## src/core/vsf_cfg.svh

```systemverilog
// Offsets, field positions, reset values and sizes for the slicer FIFO control.
// Assumes an on-chip serial register engine that presents byte-wide accesses.
`ifndef VSF_CFG_SVH
`define VSF_CFG_SVH

`define VSF_A_STATUS    8'hC6
`define VSF_A_WCOUNT    8'hC7
`define VSF_A_THRESH    8'hC8
`define VSF_A_FLUSH     8'hC9
`define VSF_A_LINEIRQ   8'hCA
`define VSF_A_PIXLO     8'hCB
`define VSF_A_PIXHI     8'hCC
`define VSF_A_ROUTE     8'hCD
`define VSF_A_FULLFLD   8'hCF
`define VSF_A_FIFODATA  8'hB0

`define VSF_B_FULLERR   7
`define VSF_B_EMPTY     6
`define VSF_B_F1EN      7
`define VSF_B_F2EN      6

`define VSF_R_THRESH    8'h80
`define VSF_R_LINEIRQ   8'h00
`define VSF_R_PIXLO     8'h4E
`define VSF_R_PIXHI     2'h0
`define VSF_R_ROUTE     1'b1
`define VSF_R_FULLFLD   1'b0
`define VSF_ENTRY_FULL  8'hFF
`define VSF_MIN_LINE    6'h02
`define VSF_WC_MAX      8'hFF
`define VSF_FIFO_BYTES  512

`endif

```

## src/core/vsf_pkg.sv

```systemverilog
// Types shared by the slicer FIFO control and its neighbours.
// Assumes vsf_cfg.svh is available on the include path.
package vsf_pkg;

    // Register access from the serial register engine.
    typedef struct packed {
        logic       wr;
        logic       rd;
        logic [7:0] addr;
        logic [7:0] wdata;
    } vsf_reg_req_t;

    // Sliced line entering the FIFO: start carries the total byte length.
    typedef struct packed {
        logic       start;
        logic [9:0] len;
        logic       vld;
        logic [7:0] data;
    } vsf_line_t;

    // Video timing of the line being processed.
    typedef struct packed {
        logic [5:0] line_num;
        logic       field2;
        logic       vblank;
        logic [9:0] pixel;
    } vsf_timing_t;

endpackage

```

## src/core/vsf_ctrl.sv

```systemverilog
// Host control and status of the sliced-data FIFO in one decoder channel.
// Assumes the register engine, slicer and timing all run on mclk.
`include "vsf_cfg.svh"

module vsf_ctrl
    import vsf_pkg::*;
#(
    parameter int DEPTH = `VSF_FIFO_BYTES
) (
    // Clock, reset and enable
    input  wire logic         mclk,
    input  wire logic         rst_b,
    input  wire logic         ce,
    // Register access
    input  wire vsf_reg_req_t reg_req,
    output logic [7:0]        reg_rdata_q,
    output logic              reg_rvalid_q,
    // Slicer data and events
    input  wire vsf_line_t    line_in,
    input  wire logic [5:0]   svc_avail,
    input  wire vsf_timing_t  timing,
    input  wire logic [7:0]   line_entry,
    input  wire logic [7:0]   full_std,
    // Conditions toward the interrupt logic
    output logic              thr_cond_q,
    output logic              line_cond_q,
    // Slicer control
    output logic              std_load_q,
    output logic [7:0]        std_sel_q,
    output logic              slicer_clr_q,
    // Video port
    output logic [7:0]        y_data_q,
    output logic              y_valid_q
);

    localparam int CW = $clog2(DEPTH) + 1;
    localparam int AW = $clog2(DEPTH);
    // The space check is summed wide enough for the longest line, so a long
    // line can never wrap round and seem to fit a small FIFO.
    localparam int NW = ((CW > 10) ? CW : 10) + 2;

    // ------------------------------------------------------------------
    // Register decode
    // ------------------------------------------------------------------
    function automatic logic hit(input vsf_reg_req_t r, input logic [7:0] a);
        return r.wr && (r.addr == a);
    endfunction

    logic       wr_status, wr_thresh, wr_flush, wr_lineirq;
    logic       wr_pixlo, wr_pixhi, wr_route, wr_fullfld, host_pop;
    assign wr_status  = ce && hit(reg_req, `VSF_A_STATUS);
    assign wr_thresh  = ce && hit(reg_req, `VSF_A_THRESH);
    assign wr_flush   = ce && hit(reg_req, `VSF_A_FLUSH);
    assign wr_lineirq = ce && hit(reg_req, `VSF_A_LINEIRQ);
    assign wr_pixlo   = ce && hit(reg_req, `VSF_A_PIXLO);
    assign wr_pixhi   = ce && hit(reg_req, `VSF_A_PIXHI);
    assign wr_route   = ce && hit(reg_req, `VSF_A_ROUTE);
    assign wr_fullfld = ce && hit(reg_req, `VSF_A_FULLFLD);

    // ------------------------------------------------------------------
    // Control registers
    // ------------------------------------------------------------------
    logic [7:0] thresh_q;
    logic [7:0] lineirq_q;
    logic [9:0] switch_pix_q;
    logic       route_host_q;
    logic       fullfld_q;

    always_ff @(posedge mclk) begin
        if (!rst_b) begin
            thresh_q     <= `VSF_R_THRESH;
            lineirq_q    <= `VSF_R_LINEIRQ;
            switch_pix_q <= {`VSF_R_PIXHI, `VSF_R_PIXLO};
            route_host_q <= `VSF_R_ROUTE;
            fullfld_q    <= `VSF_R_FULLFLD;
        end else begin
            if (wr_thresh)
                thresh_q <= reg_req.wdata;
            if (wr_lineirq)
                lineirq_q <= reg_req.wdata;
            if (wr_pixlo)
                switch_pix_q[7:0] <= reg_req.wdata;
            if (wr_pixhi)
                switch_pix_q[9:8] <= reg_req.wdata[1:0];
            if (wr_route)
                route_host_q <= reg_req.wdata[0];
            if (wr_fullfld)
                fullfld_q <= reg_req.wdata[0];
        end
    end

    // ------------------------------------------------------------------
    // FIFO storage and occupancy
    // ------------------------------------------------------------------
    // Space for a whole line is reserved when it starts, so a host read in
    // mid-line can only widen the margin and a started line completes unless a flush clears it.
    logic [7:0]    mem [DEPTH];
    logic [AW-1:0] wr_ptr_q, rd_ptr_q;
    logic [CW-1:0] cnt_q;
    logic [9:0]    rem_q;
    logic          full_err_q;
    logic          empty, fits, push, pop, y_pop;
    logic [NW-1:0] need;

    assign empty = (cnt_q == '0);
    assign need  = NW'(cnt_q) + NW'(rem_q) + NW'(line_in.len);
    assign fits  = need <= NW'(DEPTH);
    assign push  = ce && !wr_flush && line_in.vld && (rem_q != '0);
    assign host_pop = ce && reg_req.rd && (reg_req.addr == `VSF_A_FIFODATA);
    assign y_pop = ce && !route_host_q && !empty;
    assign pop   = !wr_flush && !empty && (route_host_q ? host_pop : y_pop);

    always_ff @(posedge mclk) begin
        if (!rst_b) begin
            rem_q <= '0;
        end else if (ce) begin
            if (wr_flush)
                rem_q <= '0;
            else if (line_in.start && fits)
                rem_q <= line_in.len;
            else if (push)
                rem_q <= rem_q - 10'd1;
        end
    end

    always_ff @(posedge mclk) begin
        if (push)
            mem[wr_ptr_q] <= line_in.data;
    end

    always_ff @(posedge mclk) begin
        if (!rst_b) begin
            wr_ptr_q <= '0;
            rd_ptr_q <= '0;
            cnt_q    <= '0;
        end else if (ce) begin
            if (wr_flush) begin
                wr_ptr_q <= '0;
                rd_ptr_q <= '0;
                cnt_q    <= '0;
            end else begin
                if (push)
                    wr_ptr_q <= wr_ptr_q + AW'(1);
                if (pop)
                    rd_ptr_q <= rd_ptr_q + AW'(1);
                if (push && !pop)
                    cnt_q <= cnt_q + CW'(1);
                else if (pop && !push)
                    cnt_q <= cnt_q - CW'(1);
            end
        end
    end

    logic [7:0] words;
    always_comb begin
        if ((cnt_q >> 1) > CW'(`VSF_WC_MAX))
            words = `VSF_WC_MAX;
        else
            words = 8'(cnt_q >> 1);
    end

    // ------------------------------------------------------------------
    // Status flags
    // ------------------------------------------------------------------
    // A flag event in the same cycle as its write-one clear is kept.
    logic [5:0] avail_q;
    logic [5:0] clr_mask;
    assign clr_mask = wr_status ? reg_req.wdata[5:0] : 6'h00;

    always_ff @(posedge mclk) begin
        if (!rst_b) begin
            avail_q    <= '0;
            full_err_q <= 1'b0;
        end else if (ce) begin
            if (wr_flush) begin
                avail_q    <= '0;
                full_err_q <= 1'b0;
            end else begin
                avail_q <= (avail_q & ~clr_mask) | svc_avail;
                if (line_in.start && !fits)
                    full_err_q <= 1'b1;
                else if (wr_status && reg_req.wdata[`VSF_B_FULLERR])
                    full_err_q <= 1'b0;
            end
        end
    end

    // ------------------------------------------------------------------
    // Register read port
    // ------------------------------------------------------------------
    // The data register pops only while the host owns the FIFO; in video
    // routing it reads as zero so a stray host read cannot steal a byte.
    logic [7:0] rd_mux;
    always_comb begin
        case (reg_req.addr)
            `VSF_A_STATUS:   rd_mux = {full_err_q, empty, avail_q};
            `VSF_A_WCOUNT:   rd_mux = words;
            `VSF_A_THRESH:   rd_mux = thresh_q;
            `VSF_A_LINEIRQ:  rd_mux = lineirq_q;
            `VSF_A_PIXLO:    rd_mux = switch_pix_q[7:0];
            `VSF_A_PIXHI:    rd_mux = {6'h00, switch_pix_q[9:8]};
            `VSF_A_ROUTE:    rd_mux = {7'h00, route_host_q};
            `VSF_A_FULLFLD:  rd_mux = {7'h00, fullfld_q};
            `VSF_A_FIFODATA: rd_mux = (route_host_q && !empty) ? mem[rd_ptr_q] : 8'h00;
            default:         rd_mux = 8'h00;
        endcase
    end

    always_ff @(posedge mclk) begin
        if (!rst_b) begin
            reg_rdata_q  <= 8'h00;
            reg_rvalid_q <= 1'b0;
        end else if (ce) begin
            reg_rvalid_q <= reg_req.rd;
            if (reg_req.rd)
                reg_rdata_q <= rd_mux;
        end
    end

    // ------------------------------------------------------------------
    // Video port, conditions and slicer control
    // ------------------------------------------------------------------
    logic line_hit;
    assign line_hit = (timing.line_num == lineirq_q[5:0])
                   && (lineirq_q[5:0] >= `VSF_MIN_LINE)
                   && (timing.field2 ? lineirq_q[`VSF_B_F2EN]
                                     : lineirq_q[`VSF_B_F1EN]);

    always_ff @(posedge mclk) begin
        if (!rst_b) begin
            y_data_q     <= 8'h00;
            y_valid_q    <= 1'b0;
            thr_cond_q   <= 1'b0;
            line_cond_q  <= 1'b0;
            slicer_clr_q <= 1'b0;
        end else if (ce) begin
            y_valid_q    <= pop && !route_host_q;
            if (pop && !route_host_q)
                y_data_q <= mem[rd_ptr_q];
            thr_cond_q   <= words > thresh_q;
            line_cond_q  <= line_hit;
            slicer_clr_q <= wr_flush;
        end
    end

    // The pixel position must leave the pipeline drained before the switch.
    always_ff @(posedge mclk) begin
        if (!rst_b) begin
            std_load_q <= 1'b0;
            std_sel_q  <= `VSF_ENTRY_FULL;
        end else if (ce) begin
            std_load_q <= (timing.pixel == switch_pix_q);
            if (timing.pixel == switch_pix_q) begin
                if (fullfld_q && (!timing.vblank || line_entry == `VSF_ENTRY_FULL))
                    std_sel_q <= full_std;
                else
                    std_sel_q <= line_entry;
            end
        end
    end
endmodule // vsf_ctrl

```

## config.mk

```make
export PLATFORM = sky130hd
export DESIGN_NAME = vsf_ctrl
export DESIGN_NICKNAME = d
export VERILOG_FILES = /design/src/core/vsf_pkg.sv /design/src/core/vsf_ctrl.sv
export VERILOG_INCLUDE_DIRS = /design/src /design/src/core
export SDC_FILE = /design/constraint.sdc
export NUM_CORES = 2
export LEC_CHECK = 0
export BUFFER_PORTS_ARGS = -buffer_cell sky130_fd_sc_hd__buf_2
export CORE_MARGIN = 3
export CORE_UTILIZATION = 30
export CTS_BUF_LIST = sky130_fd_sc_hd__clkbuf_4 sky130_fd_sc_hd__clkbuf_8
export CTS_CLUSTER_SIZE = 8
export DETAILED_ROUTE_END_ITERATION = 16
export HOLD_SLACK_MARGIN = 0.03
export PLACE_DENSITY = 0.45
export SYNTH_ARGS = -nofsm -noshare
export SYNTH_HDL_FRONTEND = slang
export SYNTH_SLANG_ARGS = --single-unit
```

## constraint.sdc

```tcl
create_clock -name mclk -period 4.9 [get_ports mclk]
set_clock_uncertainty 0.2 [all_clocks]
set_input_delay 0.735 -clock mclk [delete_from_list [all_inputs] [get_ports mclk]]
set_output_delay 0.735 -clock mclk [all_outputs]
set_load 0.05 [all_outputs]
```

**Yosys cells after proc, flatten, opt, wreduce, memory -nomap -nowiden**

Memories as Yosys holds them, arrays and structs flattened. A register that Yosys moved wholly into a read port is not among the register bits.
Index checks and enable logic that the tools add are counted.

- $add $sub $neg: 7
- Order comparisons: 4
- Eq/ne operators: 13
- Multiplexer cells: 25
- Bitwise gates (word level): 3
- Reduce and logical (&&, ||, !) cells: 58

Operator list:

| operator | count |
|---|---|
| equality test 8 bit, second input constant | 11 |
| one-hot mux 8 bit (9 select lines) | 1 |
| two-way mux 10 bit | 6 |
| two-way mux 9 bit | 6 |
| logical AND 1 bit | 35 |
| two-way mux 8 bit | 3 |
| subtractor 10 x 1 -> 10 bit, second input constant | 2 |
| adder 9 x 1 -> 9 bit, second input constant | 2 |
| AND reduction 2 bit | 8 |
| adder 11 x 10 -> 12 bit | 1 |
| <= comparator 12 x 10 -> 1 bit, second input constant | 1 |
| two-way mux 6 bit | 2 |
| adder 10 x 10 -> 11 bit | 1 |
| adder 10 x 1 -> 10 bit, second input constant | 1 |
| equality test 10 bit | 1 |
| logical NOT 10 bit | 1 |
| nonzero test 10 bit | 1 |
| > comparator 9 x 8 -> 1 bit, second input constant | 1 |
| nonzero test 3 bit | 3 |
| > comparator 8 bit | 1 |
| logical NOT 1 bit | 7 |
| two-way mux 1 bit | 7 |
| AND 6 bit | 1 |
| equality test 6 bit | 1 |
| other kinds (5) | 6 |

- Register bits after elaboration: 103
- Bits in writable memories: 4096
- Bits of input ports: 81
- Output and inout port bits: 30
- Logic and storage cells: 132
- Memories: 1

Memories:

| memory | words | width | read ports | clocked after memory_dff | wr ports | RTL line | text |
|---|---|---|---|---|---|---|---|
| mem | 512 | 8 | 1 | 1 | 1 | vsf_ctrl.sv:97 | `logic [7:0] mem [DEPTH];` |

**Logic depth before layout (Yosys ltp)**

- Word-level depth: 12
- Depth in mapped cells: 20
- Mapped depth without buffers: 19

**Worst setup path after synthesis**

OpenSTA, ideal clock, no wires.

- Kind: input to register
- From: input reg_req[12] in the netlist's numbering
- To: register cnt_q[9]
- Library setup time: 0.074 ns
- Arrival: 4.130 ns
- Data required time: 4.626 ns
- Path slack: 0.495 ns
- Stages: 17
- Buffers on the path: 2
- Path through: and4bb_2 -> and4_1 -> nand2b_1 -> clkbuf_1 -> or2_1 -> buf_2 -> nor2_1 -> inv_1 -> ha_1 -> a21o_1 -> a21oi_1 -> o21bai_1 -> a21oi_1 -> o21ai_0 -> a31o_2 -> or4_1 -> a31oi_1

- Cells in the longest elaborated chain, start to end: 11
- Elaborated cells on any way between the ends: 20
- Those cells by class: 2 x eq/ne; 3 x mux; 15 x reduce/logical

Ends and longest elaborated chain:

| item | RTL line | text |
|---|---|---|
| start, declared | vsf_ctrl.sv:15 | `input wire vsf_reg_req_t reg_req,` |
| equality test 8 bit | vsf_ctrl.sv:46 | `return r.wr && (r.addr == a);` |
| logical AND 1 bit | vsf_ctrl.sv:46 |  |
| logical AND 1 bit | vsf_ctrl.sv:53 | `` assign wr_flush = ce && hit(reg_req, `VSF_A_FLUSH); `` |
| logical NOT 1 bit | vsf_ctrl.sv:108, vsf_ctrl.sv:111 |  |
| logical AND 1 bit (3 in a row) | vsf_ctrl.sv:108 | `assign push = ce && !wr_flush && line_in.vld && (rem_q != '0);` |
| logical NOT 1 bit | vsf_ctrl.sv:148 | `else if (pop && !push)` |
| logical AND 1 bit | vsf_ctrl.sv:148 |  |
| nonzero test 3 bit (no source line) | - |  |
| AND reduction 2 bit (no source line) | - |  |
| end signal, assigned | vsf_ctrl.sv:147 | `cnt_q <= cnt_q + CW'(1);` |
| end signal, assigned | vsf_ctrl.sv:149 | `cnt_q <= cnt_q - CW'(1);` |
| end, declared | vsf_ctrl.sv:99 | `logic [CW-1:0] cnt_q;` |

Several ways; a longest one is shown, not always the timed one.
A chain may end at the register's enable or synchronous reset.

==> impl_metrics.tcl <==
set metrics [dict create \
    fp.dieW_um 745 \
    yosysWarnings 0 \
    final_nets 9097 \
    fillers 50404 \
    final_cell_mix "4096 x edfxtp_1, 1024 x mux4_2, 708 x clkbuf_8" \
    fp.coreArea_sq_mm 0.542 \
    cts_root_buf "clkbuf_8" \
    start_util 0.302 \
    firstDrtPassIters 7 \
    clock-sinks 4208 \
    cts-htree-levels 6 \
    vdd_drop_max_mv 0.308 \
    mostFrequentLayoutCell "edfxtp_1" \
    r2r-end "y_data_q[0]" \
    ff2ff_setup_slack_ps 160 \
    worstHoldPathType "primary input to register" \
    cap_violations 0 \
    initialDrtViolationCount 8056 \
    fin_setup_tns_ps 0 \
    slowest_stage "dfxtp_4" \
    ant_nets 0 \
    cts_tree "built" \
    ys_async_sr_fraction 0 \
    fin_crit_ps 4740 \
    endpoint_kind "register" \
    fin_area_sq_mm 0.191 \
    synth_flop_cell "edfxtp_1" \
    critPathTopFamily "compound AO/OA/AOI/OAI gates" \
    min_to "lineirq_q[6]" \
    antenna_found_initial 19 \
    finalWirelength_mm 458 \
    grt_start_max_net_pins 141 \
    wl_met1_mm 205 \
    relSlewSlack 0.198 \
    drc 0 \
    overflow 0 \
    fin_crit_sh 0.968 \
    dpl.cell_count 15326 \
    hold-worst-slack_ps 235 \
    crit_fanout 50 \
    die_y_um 745 \
    synth_edf_count 4096 \
    timing.critical_path.buf_inv 2 \
    fmax_mhz 211 \
    clk_pin_slew_ps 60 \
    fin_cells 16713 \
    max_stage_delay_ps 620 \
    clock_latency_ps 1290 \
    leakagePower_uw 0.0574 \
    crit_chain "buf_12, buf_4, mux4_2, mux2_2, o221ai_1, a221oi_1, a21oi_1, nand3_1, nand4_1, o22ai_1" \
    grt_pass1_wl_mm 655 \
    cts_buffer_depth 4 \
    wl_met2_mm 219 \
    post_synth_num_cell_types 69 \
    top_layer "met4" \
    place_area_sq_mm 0.177 \
    setup.worst_path.class "register to register" \
    finalSetupViolations 0 \
    final_util 0.353 \
    syn_area_sq_mm 0.164 \
    vias 82828 \
    drive_above_1_share 0.297 \
    rr_worst_depth 10 \
    power.density_mw_per_mm2 377 \
    synthCells 7940 \
    critPathLaunchType "register" \
    yosysSeqAreaShare 0.765 \
    slew_violations 0 \
    synth-seq-cells 4208 \
    grt_pass1_vias 87366 \
    row_count 270 \
    synth_fp_nets 8064 \
    holdPathStages 4 \
    grt_usage 0.162 \
    routed_via_density 4.96 \
    critPathArrivalTime_ps 5630 \
    min_from "reg_req[6]" \
    die_area_sq_mm 0.555 \
    syn_area_per_cell_sq_um 20.6 \
    area_growth_pct 16.9 \
    finalHoldViolations 0 \
    wl_per_cell_um 27.4 \
    worst_pin_slew_ps 1200 \
    dp_hpwl_mm 278 \
    rsz0062_at_grt "no" \
    gp_congestion 0.817 \
    worstPathRequired_ps 5790 \
    io_buffers 110 \
    io-pin-count 111 \
    status "complete, no violations" \
    met3_length_mm 24.4 \
    numCtsBuffers 694 \
]
==> flip-flops by register name, indices dropped and copies added, names as in the netlist, 6 cells and up, named ones only <==
| signal | count |
|---|---|
| mem | 4096 |
| cnt_q | 10 |
| rem_q | 10 |
| switch_pix_q | 10 |
| rd_ptr_q | 9 |
| wr_ptr_q | 9 |
| lineirq_q | 8 |
| reg_rdata_q | 8 |
| std_sel_q | 8 |
| thresh_q | 8 |
| y_data_q | 8 |
| avail_q | 6 |
==> power breakdown <==
| part | switching (uW) | internal, uW | total, uW |
|---|---|---|---|
| sequential | 124 | 39600 | 39700 |
| combinational | 1860 | 1010 | 2880 |
| clock | 14100 | 15500 | 29600 |
| total | 16100 | 56000 | 72100 |
==> tightest hold or removal path, cell delays in order <==
cell	delay [ps]
dlygate4sd3_1	570
buf_2	170
mux2i_1	80
nor2_1	70
==> logic make-up (layout without fill, tap and decap cells) <==
| kind of cell | Yosys count | count (layout) | synth area share |
|---|---|---|---|
| flops | 4208 | 4208 | 0.765 |
| mux | 1340 | 1340 | 0.160 |
| simple gates | 1086 | 1086 | 0.0275 |
| compound gates | 713 | 713 | 0.0278 |
| buf+inv | 514 | 2068 | 0.0134 |
| fa+ha+maj | 43 | 43 | 0.00384 |
| xor+xnor | 36 | 36 | 0.00193 |
| other cells | 0 | 11 | 0 |
==> per-layer routing <==
metal	vias up	GRT usage
met3	572	0.0262
met5	-	0
met2	2488	0.262
met1	44711	0.229
li1	35057	-
met4	0	0.0378
==> metrics by stage <==
step	setup slack [ps]	power, uW
3_3_place_gp	43.3	43100
4_1_cts	12.0	73100
6_report	157	72100
3_5_place_dp	15.3	43100
5_1_grt	88.2	75000
2_1_floorplan	495	41700
==> Yosys cell counts, drive strengths merged (32+ instances only) <==
library cell / count / area, sq um
mux2i: 285 / 2850
a221oi: 113 / 990
mux4: 1024 / 23100
nand3: 41 / 205
dfxtp: 112 / 2240
o22ai: 109 / 682
o221ai: 32 / 287
o21ai: 266 / 1330
a21oi: 93 / 465
a22oi: 44 / 330
nand2: 226 / 848
edfxtp: 4096 / 123000
buf: 234 / 1150
nor2: 681 / 2560
clkbuf: 249 / 935
==> cell type report <==
type / count / area (sq um) / share of cell area
clock buffer: 957 / 11600 / 0.0607
sequential: 4208 / 125000 / 0.654
multi-input combinational: 3218 / 36500 / 0.190
inverter: 31 / 116 / 0.000608
antenna: 11 / 27.5 / 0.000144
timing repair buffer: 820 / 7520 / 0.0393
tap: 7208 / 9020 / 0.0471
clock inverter: 260 / 1440 / 0.00752
==> timing repair <==
| action | 4_1_cts | 5_1_grt |
|---|---|---|
| gates resized for setup | 0 | 0 |
| endpoints found under the setup margin | 0 | 2 |
| buffers inserted | 0 | 1 |
| hold endpoints to repair | 1092 | 0 |
| hold buffers | 158 | 0 |
==> worst max-delay path by stage <==
stage	from	end	slack, ps	cells after the start
after floorplan	reg_req[12]	cnt_q[9]	500	17
after global placement	register	y_data_q[5]	40	11
after detailed placement	register	y_data_q[5]	20	11
after CTS	register	y_data_q[5]	10	11
after global routing	register	y_data_q[0]	90	9
final	register	y_data_q[0]	160	10
Note: power is estimated with default switching activity, not from simulation.
